$ cat config.mk
export PLATFORM = sky130hd
export DESIGN_NAME = ref_clock_switchover_dividers
export DESIGN_NICKNAME = d
export VERILOG_FILES = /design/src/refclk_pkg.sv /design/src/out_divider.sv /design/src/loss_detect.sv /design/src/ref_clock_switchover_dividers.sv
export SDC_FILE = /design/constraint.sdc
export NUM_CORES = 1
export LEC_CHECK = 0
export BUFFER_PORTS_ARGS = -buffer_cell sky130_fd_sc_hd__buf_2
export CELL_PAD_IN_SITES_DETAIL_PLACEMENT = 2
export CELL_PAD_IN_SITES_GLOBAL_PLACEMENT = 2
export CORE_ASPECT_RATIO = 0.6
export CORE_MARGIN = 8
export CORE_UTILIZATION = 30
export DETAILED_ROUTE_END_ITERATION = 7
export HOLD_SLACK_MARGIN = 0.1
export PLACE_DENSITY = 0.87
export SETUP_SLACK_MARGIN = 0.1
export SLEW_MARGIN = 20
export SYNTH_ARGS = -nofsm -noshare
export SYNTH_HDL_FRONTEND = slang
export SYNTH_SLANG_ARGS = --single-unit
$ cat constraint.sdc
create_clock -name i_clk_sys -period 11.07 [get_ports i_clk_sys]
set_clock_uncertainty 0.2 [all_clocks]
set_input_delay 2.214 -clock i_clk_sys [delete_from_list [all_inputs] [get_ports i_clk_sys]]
set_output_delay 2.214 -clock i_clk_sys [all_outputs]
set_load 0.005 [all_outputs]
$ cat src/refclk_pkg.sv
// Shared constants for reference clock switchover and divider logic
package refclk_pkg;
    localparam logic [7:0] CFG_SWITCH_FIRST = 8'h00_BE;
    localparam logic [7:0] CFG_SWITCH_LAST = 8'h00_C3;
    localparam logic [7:0] CFG_SPREAD_FIRST = 8'h00_AC;
    localparam logic [7:0] CFG_SPREAD_LAST = 8'h00_BD;
    localparam int LOSS_THRESHOLD = 2;
    localparam logic [1:0] LOSS_CNT_MAX = 2'h2;
    localparam int LOADCAP_BASE_MILLI_PF = 3500;
    localparam int LOADCAP_STEP_MILLI_PF = 125;
    localparam logic [4:0] LOADCAP_RESET = 5'h00;
    localparam logic [1:0] DRIVE_RESET = 2'h3;
    localparam logic [6:0] QDIV_ALL_ONES = 7'h7F;
    localparam logic [1:0] OEM_LOW = 2'h0;
    localparam logic [1:0] OEM_HIGH = 2'h1;
    localparam logic [1:0] OEM_HIZ = 2'h2;
    localparam int NUM_BANKS = 6;
    localparam int NUM_PLLS = 4;
    typedef enum logic [2:0] {
        SRC_PRIMARY = 3'b001,
        SRC_SECONDARY = 3'b010,
        SRC_REVERT = 3'b100
    } src_state_t;
endpackage

$ cat src/out_divider.sv
// One output bank divider with prescale select and disabled state
module out_divider (
    input wire logic i_clk_sys,
    input wire logic i_reset,
    input wire logic i_ce,
    input wire logic i_prescale_select,
    input wire logic [6:0] i_qdiv,
    input wire logic [1:0] i_disabled_output_state,
    output logic o_clk,
    output logic o_oe,
    output logic o_running,
    output logic [8:0] o_ratio
);
    logic [7:0] cnt_r;
    logic tog_r;
    logic all_ones;
    logic disabled;
    logic bypass;
    logic [7:0] half;
    assign all_ones = (i_qdiv == refclk_pkg::QDIV_ALL_ONES);
    assign disabled = all_ones && !i_prescale_select;
    assign bypass = all_ones && i_prescale_select;
    // Half period in ticks: 1 for /2, Q+2 for (Q+2)*2
    assign half = i_prescale_select ? ({1'b0, i_qdiv} + 8'h02) : 8'h01;
    always_ff @(posedge i_clk_sys) begin
        if (i_reset) begin
            cnt_r <= 8'h00;
            tog_r <= 1'b0;
        end else if (i_ce && !disabled && !bypass) begin
            if (cnt_r + 8'h01 >= half) begin
                cnt_r <= 8'h00;
                tog_r <= ~tog_r;
            end else begin
                cnt_r <= cnt_r + 8'h01;
            end
        end
    end
    // Divider stays powered but its counter holds while disabled; the pin level is forced
    always_comb begin
        o_oe = 1'b1;
        if (disabled) begin
            o_clk = (i_disabled_output_state == refclk_pkg::OEM_HIGH);
            o_oe = (i_disabled_output_state != refclk_pkg::OEM_HIZ);
        end else if (bypass) begin
            o_clk = i_clk_sys;
        end else begin
            o_clk = tog_r;
        end
    end
    assign o_running = !disabled;
    always_comb begin
        if (disabled) o_ratio = 9'h000;
        else if (bypass) o_ratio = 9'h001;
        else o_ratio = {half, 1'b0};
    end
endmodule

$ cat src/loss_detect.sv
// Loss-of-primary detector counting secondary clock ticks
module loss_detect (
    input wire logic i_clk_sys,
    input wire logic i_reset,
    input wire logic i_ce,
    input wire logic i_prim_edge,
    input wire logic i_sec_edge,
    output logic o_lost
);
    logic [1:0] cnt_r;
    always_ff @(posedge i_clk_sys) begin
        if (i_reset) begin
            cnt_r <= 2'h0;
        end else if (i_ce) begin
            if (i_prim_edge) cnt_r <= 2'h0;
            else if (i_sec_edge && cnt_r != refclk_pkg::LOSS_CNT_MAX) cnt_r <= cnt_r + 2'h1;
        end
    end
    assign o_lost = (cnt_r == refclk_pkg::LOSS_CNT_MAX);
endmodule

$ cat src/ref_clock_switchover_dividers.sv
// Reference selection, switchover, PLL divider values and output banks
//
// Contract
// - Select pin chooses crystal or auxiliary input
// - Primary source bit picks primary input
// - Switchover config lives at 0xBE-0xC3
// - Mode upper bit zero means manual
// - Manual mode follows select pin glitch-free
// - Auto switches after two secondary cycles loss
// - Auto mode reverts to primary when present
// - Switch asynchronous; bypass outputs may glitch
// - Load cap 3.5 pF plus code*0.125
// - 7-bit reference, 12-bit feedback dividers
// - First PLL M=2N+A+1, else 2N (PLLs 1-3 here total N)
// - Undivided output has no divider
// - Prescale and count pick divide ratio
// - Disabled output high, low or hi-Z
// - Disabled divider powered but clockless
// - Spread active when step period nonzero
// - Spread config lives at 0xAC-0xBD
module ref_clock_switchover_dividers (
    input wire logic i_clk_sys,
    input wire logic i_reset,
    input wire logic i_ce,
    input wire logic i_crystal_ref_input,
    input wire logic i_auxiliary_clock_input,
    input wire logic i_input_select_pin,
    input wire logic i_primary_source_bit,
    input wire logic [1:0] i_switchover_mode_field,
    input wire logic [4:0] i_load_cap_code,
    input wire logic [1:0] i_crystal_drive_strength,
    input wire logic [6:0] i_ref_div_0,
    input wire logic [6:0] i_ref_div_1,
    input wire logic [6:0] i_ref_div_2,
    input wire logic [6:0] i_ref_div_3,
    input wire logic [11:0] i_fb_n_0,
    input wire logic [3:0] i_fb_a_0,
    input wire logic [11:0] i_fb_n_1,
    input wire logic [11:0] i_fb_n_2,
    input wire logic [11:0] i_fb_n_3,
    input wire logic [5:0] i_prescale_select,
    input wire logic [41:0] i_qdiv,
    input wire logic [1:0] i_disabled_output_state,
    input wire logic [3:0] i_spread_step_period,
    output logic o_ref_clk,
    output logic o_on_secondary,
    output logic o_primary_lost,
    output logic o_undivided_output,
    output logic [5:0] o_bank_clk,
    output logic [5:0] o_bank_oe,
    output logic [5:0] o_bank_running,
    output logic [53:0] o_bank_ratio,
    output logic [12:0] o_load_cap_milli_pf,
    output logic o_ext_ref_settings_ok,
    output logic [13:0] o_fb_total_0,
    output logic [11:0] o_fb_total_1,
    output logic [11:0] o_fb_total_2,
    output logic [11:0] o_fb_total_3,
    output logic [6:0] o_ref_total_0,
    output logic [6:0] o_ref_total_1,
    output logic [6:0] o_ref_total_2,
    output logic [6:0] o_ref_total_3,
    output logic o_spread_active
);
    logic xtal_s1_r, xtal_s2_r, xtal_d_r;
    logic aux_s1_r, aux_s2_r, aux_d_r;
    logic sel_s1_r, sel_s2_r;
    logic prim_lvl, sec_lvl, prim_edge, sec_edge;
    logic auto_mode, lost;
    logic use_sec_r;
    refclk_pkg::src_state_t state_r, state_nxt;
    logic [13:0] m0;

    // Pins are foreign to this clock: two-stage synchronisers
    always_ff @(posedge i_clk_sys) begin
        if (i_reset) begin
            xtal_s1_r <= 1'b0;
            xtal_s2_r <= 1'b0;
            xtal_d_r <= 1'b0;
            aux_s1_r <= 1'b0;
            aux_s2_r <= 1'b0;
            aux_d_r <= 1'b0;
            sel_s1_r <= 1'b0;
            sel_s2_r <= 1'b0;
        end else if (i_ce) begin
            xtal_s1_r <= i_crystal_ref_input;
            xtal_s2_r <= xtal_s1_r;
            xtal_d_r <= xtal_s2_r;
            aux_s1_r <= i_auxiliary_clock_input;
            aux_s2_r <= aux_s1_r;
            aux_d_r <= aux_s2_r;
            sel_s1_r <= i_input_select_pin;
            sel_s2_r <= sel_s1_r;
        end
    end

    // Primary designation swaps the two inputs
    assign prim_lvl = i_primary_source_bit ? aux_s2_r : xtal_s2_r;
    assign sec_lvl = i_primary_source_bit ? xtal_s2_r : aux_s2_r;
    assign prim_edge = i_primary_source_bit ? (aux_s2_r ^ aux_d_r) : (xtal_s2_r ^ xtal_d_r);
    // Secondary cycles counted on rising edges only
    assign sec_edge = i_primary_source_bit ? (xtal_s2_r & ~xtal_d_r) : (aux_s2_r & ~aux_d_r);
    assign auto_mode = i_switchover_mode_field[1];

    loss_detect u_loss (
        .i_clk_sys(i_clk_sys),
        .i_reset(i_reset),
        .i_ce(i_ce),
        .i_prim_edge(prim_edge),
        .i_sec_edge(sec_edge),
        .o_lost(lost)
    );

    always_comb begin
        state_nxt = state_r;
        unique case (state_r)
            refclk_pkg::SRC_PRIMARY: begin
                if (auto_mode && lost) state_nxt = refclk_pkg::SRC_SECONDARY;
            end
            refclk_pkg::SRC_SECONDARY: begin
                if (!auto_mode || prim_edge) state_nxt = refclk_pkg::SRC_REVERT;
            end
            refclk_pkg::SRC_REVERT: begin
                state_nxt = refclk_pkg::SRC_PRIMARY;
            end
            default: state_nxt = refclk_pkg::SRC_PRIMARY;
        endcase
    end

    always_ff @(posedge i_clk_sys) begin
        if (i_reset) state_r <= refclk_pkg::SRC_PRIMARY;
        else if (i_ce) state_r <= state_nxt;
    end

    // Switch only while both levels agree low, so no runt reaches the PLL
    always_ff @(posedge i_clk_sys) begin
        if (i_reset) begin
            use_sec_r <= 1'b0;
        end else if (i_ce && !prim_lvl && !sec_lvl) begin
            if (auto_mode) use_sec_r <= (state_r == refclk_pkg::SRC_SECONDARY);
            else use_sec_r <= (sel_s2_r != i_primary_source_bit);
        end
    end

    // Sampled output: async to the references, edges may jitter by one tick
    always_ff @(posedge i_clk_sys) begin
        if (i_reset) begin
            o_ref_clk <= 1'b0;
            o_undivided_output <= 1'b0;
        end else if (i_ce) begin
            o_ref_clk <= use_sec_r ? sec_lvl : prim_lvl;
            o_undivided_output <= use_sec_r ? sec_lvl : prim_lvl;
        end
    end

    assign o_on_secondary = use_sec_r;
    assign o_primary_lost = lost;

    genvar g;
    generate
        for (g = 0; g < refclk_pkg::NUM_BANKS; g++) begin : g_bank
            out_divider u_div (
                .i_clk_sys(i_clk_sys),
                .i_reset(i_reset),
                .i_ce(i_ce),
                .i_prescale_select(i_prescale_select[g]),
                .i_qdiv(i_qdiv[g*7 +: 7]),
                .i_disabled_output_state(i_disabled_output_state),
                .o_clk(o_bank_clk[g]),
                .o_oe(o_bank_oe[g]),
                .o_running(o_bank_running[g]),
                .o_ratio(o_bank_ratio[g*9 +: 9])
            );
        end
    endgenerate

    // Divider totals and static settings, registered
    assign m0 = (i_fb_a_0 != 4'h0) ? ({1'b0, i_fb_n_0, 1'b0} + {10'h000, i_fb_a_0} + 14'h0001)
                                   : {1'b0, i_fb_n_0, 1'b0};
    always_ff @(posedge i_clk_sys) begin
        if (i_reset) begin
            o_fb_total_0 <= 14'h0000;
            o_fb_total_1 <= 12'h000;
            o_fb_total_2 <= 12'h000;
            o_fb_total_3 <= 12'h000;
            o_ref_total_0 <= 7'h00;
            o_ref_total_1 <= 7'h00;
            o_ref_total_2 <= 7'h00;
            o_ref_total_3 <= 7'h00;
            o_load_cap_milli_pf <= 13'(refclk_pkg::LOADCAP_BASE_MILLI_PF);
            o_ext_ref_settings_ok <= 1'b1;
            o_spread_active <= 1'b0;
        end else if (i_ce) begin
            o_fb_total_0 <= m0;
            o_fb_total_1 <= i_fb_n_1;
            o_fb_total_2 <= i_fb_n_2;
            o_fb_total_3 <= i_fb_n_3;
            o_ref_total_0 <= i_ref_div_0;
            o_ref_total_1 <= i_ref_div_1;
            o_ref_total_2 <= i_ref_div_2;
            o_ref_total_3 <= i_ref_div_3;
            o_load_cap_milli_pf <= 13'(refclk_pkg::LOADCAP_BASE_MILLI_PF)
                + 13'(i_load_cap_code) * 13'(refclk_pkg::LOADCAP_STEP_MILLI_PF);
            o_ext_ref_settings_ok <= (i_load_cap_code == refclk_pkg::LOADCAP_RESET)
                && (i_crystal_drive_strength == refclk_pkg::DRIVE_RESET);
            o_spread_active <= (i_spread_step_period != 4'h0);
        end
    end
endmodule

==> impl.org <==
** Pwr
- Internal power :: 0.00117 W
- After layout, the design draws a total of 0.00173 W.
- Power per unit of standard cell area :: 134 nW/um2
- VDD sags by at most 103 uV.
- Logic pwr share :: 0.227
- Of the total power, the share spent switching nets is 0.326.
- Summed over all nets, the switching power comes to 0.000564 W.
- Sequential share of power :: 0.370
- For this design the static power due to leakage is 6.02 nW.
- Part of the power in the clock network :: 0.402

** Synth
- Yosys mapped a number of flops with a built-in enable equal to 0.
- Number of library cell types mapped by synthesis :: 51
- Synth area leader :: sky130_fd_sc_hd__dfxtp_1
- Most common cell in the netlist :: sky130_fd_sc_hd__nor2_1
- Cells taking the most area after synthesis :: sky130_fd_sc_hd__dfxtp_1 (32%), sky130_fd_sc_hd__ha_1 (10%), sky130_fd_sc_hd__mux2i_1 (8.1%)
- Synthesis produced a netlist with a net count of 1,522.
- Number of synthesized register bits :: 162
- Syn Inst Count :: 1,273
- Synth cell count leaders :: sky130_fd_sc_hd__nor2_1 (190), sky130_fd_sc_hd__dfxtp_1 (162), sky130_fd_sc_hd__nand2_1 (113)
- In the synthesized netlist the dominant register cell turns out to be sky130_fd_sc_hd__dfxtp_1.
- Post-synthesis area per instance :: 8.08 um2
- The share of the Yosys chip area taken by registers is 0.315.
- Yosys printed 0 warnings.
- Of all flip-flops after synthesis, the portion carrying an async set or reset was 0.
- Synth Cell Area :: 10,300 um2
- Synth top area share :: 0.315

** Floorplan
- Number of core rows :: 52
- The die covers 40,600 um2.
- From left edge to right edge, the die measures 255 um.
- For this configuration, the core starts out at a cell density of 0.305.
- DIE HEIGHT :: 159 um
- In this run the count of I/O pins placed on the die edge is 319.
- Core Footprint :: 33,700 um2

** STA
- Measured against its own limit, the worst slew margin works out to 0.259.
- Setup repair after global routing left no endpoint under its margin.
- Max Slew Vio Count :: 0
- Final Setup Violations :: 0
- The tightest hold path in the finished design has a slack of 0.272 ns.
- Total Neg Setup Slack :: 0 ns
- Crit path setup slack, layout :: 2.45 ns
- Total count of hold-check failures in the final report :: 0
- At the pin with the least slew margin, the transition time is 1.11 ns.

** Critical path
- Category of cells accounting for the largest share of critical-path delay :: buffers and inverters
- Kind of launch point of the worst setup path :: clock port
- The critical path goes through clkbuf_16 > clkbuf_16 > a21oi_1 > a21oi_1 > buf_2.
- In this run the worst path has a maximum fanout of 3.
- For this run, the slowest stage of the critical path takes 0.16 ns.
- Arr. time, crit path :: 6.20 ns
- End of the worst register-to-register path :: g_bank[5].u_div.cnt_r[2]
- For the worst setup path, the data required time is 8.66 ns.
- CP Capture Type :: output pin
- Worst reg2reg setup slack :: 7.87 ns
- Together, buffers and inverters on the worst path number 3.
- Measured in cells, the most critical reg-to-reg path has a length of 10.
- In this run the critical register-to-register path is launched from g_bank[5].u_div.cnt_r[0].
- On the critical path, the stage with the largest delay is an instance of sky130_fd_sc_hd__buf_2.
- The worst setup path is of the clk2out kind.

** Routing
- Via count of the routed design :: 10,200
- For this run, design rule violations remaining after detail routing come to 0.
- Starting DRC count in detailed routing :: 371
- Post-detailed-routing wire length :: 39,400 um
- The first TritonRoute pass finished after 4 iterations.
- In the final routed layout, each cell accounts on average for 19.4 um.
- Average via count per standard cell :: 5.03
- In this run the remaining antenna-violating nets after routing total 0.

** Clock tree
- Later-pin clock latency in the skew report :: 0.55 ns
- Clock-pin slew was measured on the worst setup and hold paths at 0.07 ns.
- In this run, post-CTS hold repair placed 0 buffers.
- After clock tree synthesis, the setup repair step added 0 buffers.
- The number of gates resized after CTS was 0.
- CTS tree :: yes

** GRT
- For this run, the total global-route usage over all layers was measured as 0.192.
- Vias in the first global route :: 11,500
- The first global-routing pass estimated 62,700 um of wire.
- Entering global routing, the biggest net connects 69 pins.
- Initial antenna violation count :: 4
- After global routing the overflow that remains totals 0.

** Layout
- Number of fillers in the final layout :: 4,024
- Final design area excluding fillers :: 12,900 um2
- The net count of the finished layout is 1,803.
- Layout cells sized above 1 :: 0.245
- From synthesis to final layout, the design area changed by 25.3%.

** Place
- IO Port Bufs :: 317
- Routability-driven placement finished with a final weighted congestion of 0.793.
- Placed Area :: 12,200 um2
- Post-placement setup slack :: 2.79 ns
- Total half-perimeter wirelength after legalization and detailed placement :: 30,900 um

** Outcome
- Outcome :: completed

** Worst hold path
- Counting instances, the worst hold path has a depth of 2.
- The startpoint identified for the worst hold timing path is u_loss.cnt_r[0].
- The worst hold path terminates at u_loss.cnt_r[0].
- Min-Delay Path Class :: reg2reg

** Job
- Max-cap violations in this run came to 0.
power by group through the flow:
stage                     Sequential (W)  Combinational, W   Clock [W]
after floorplan                 0.000652          0.000223   0.0000102
after global placement          0.000650          0.000360  0.00000902
after detailed placement        0.000654          0.000393  0.00000902
after CTS                       0.000641          0.000400    0.000727
after global routing            0.000645          0.000441    0.000746
final                           0.000640          0.000393    0.000695
registers in the layout (all words and copies together) (netlist names), 2 cells and up:
| register | flops |
|---|---|
| o_ref_total_2 | 7 |
| u_loss.cnt_r | 2 |
| o_ref_total_3 | 7 |
| o_fb_total_1 | 12 |
| o_fb_total_0 | 14 |
| g_bank.u_div.tog_r | 6 |
| o_fb_total_2 | 12 |
| state_r | 3 |
| o_ref_total_1 | 7 |
| o_fb_total_3 | 12 |
| o_load_cap_milli_pf | 13 |
| g_bank.u_div.cnt_r | 48 |
| o_ref_total_0 | 7 |
placed cells by master, fill, tap and decap left out, types with 29 or more instances in the layout:
cell / instances
sky130_fd_sc_hd__buf_2: 315
sky130_fd_sc_hd__nor2_1: 190
sky130_fd_sc_hd__dfxtp_1: 162
sky130_fd_sc_hd__nand2_1: 113
sky130_fd_sc_hd__ha_1: 86
sky130_fd_sc_hd__mux2i_1: 83
sky130_fd_sc_hd__a21oi_1: 73
sky130_fd_sc_hd__nand3_1: 72
sky130_fd_sc_hd__inv_1: 57
sky130_fd_sc_hd__o21ai_0: 49
sky130_fd_sc_hd__xnor2_1: 41
sky130_fd_sc_hd__xor2_1: 32
sky130_fd_sc_hd__a211oi_1: 29
area by class of cell:
type	count	area [um2]	share of cell area
Antenna cell	4	10.0	0.000777
Clock buffer	27	556	0.0431
Clock inverter	14	149	0.0116
Inverter	57	214	0.0166
Multi-Input combinational cell	982	6470	0.502
Sequential cell	162	3240	0.252
Tap cell	459	574	0.0446
Timing Repair Buffer	324	1660	0.129
worst reg2reg max path, delay by kind of cell, from the launching register on:
family / cells / cell delay [ns]
simple gates: 4 / 0.60
fa+ha+maj: 2 / 0.58
xor+xnor: 1 / 0.26
flops: 1 / 0.44
compound gates: 3 / 1.05
worst max-delay path by stage:
stage	cells past startpoint	slack [ns]	endpoint	from
after floorplan	3	2.79	o_bank_clk[1]	i_clk_sys
after global placement	3	2.79	o_bank_clk[5]	i_clk_sys
after detailed placement	3	2.79	o_bank_clk[5]	i_clk_sys
after CTS	5	2.42	o_bank_clk[2]	i_clk_sys
after global routing	5	2.39	o_bank_clk[2]	i_clk_sys
final	5	2.45	o_bank_clk[2]	i_clk_sys
logic make-up after synthesis:
logic type      after synthesis  share of synthesized area
simple gates                532                      0.242
compound gates              195                      0.114
flops                       162                      0.315
buf+inv                     129                     0.0562
fa+ha+maj                    99                      0.130
mux                          83                     0.0808
xor+xnor                     73                     0.0622
routing by layer:
| metal | vias up | wire length, um | GRT usage |
|---|---|---|---|
| met5 | - | 0 | 0 |
| met2 | 172 | 19900 | 0.338 |
| met1 | 5050 | 17200 | 0.228 |
| met4 | 0 | 936 | 0.0704 |
| li1 | 4929 | - | - |
| met3 | 60 | 1340 | 0.0364 |
stage by stage:
step / util / std cells
after detailed placement: 0.361 / 1990
after CTS: 0.381 / 2025
after floorplan: - / 1273
final: 0.382 / 2029
after global placement: 0.361 / 1990
after global routing: 0.382 / 2029
(Power assumes the default switching activity.)
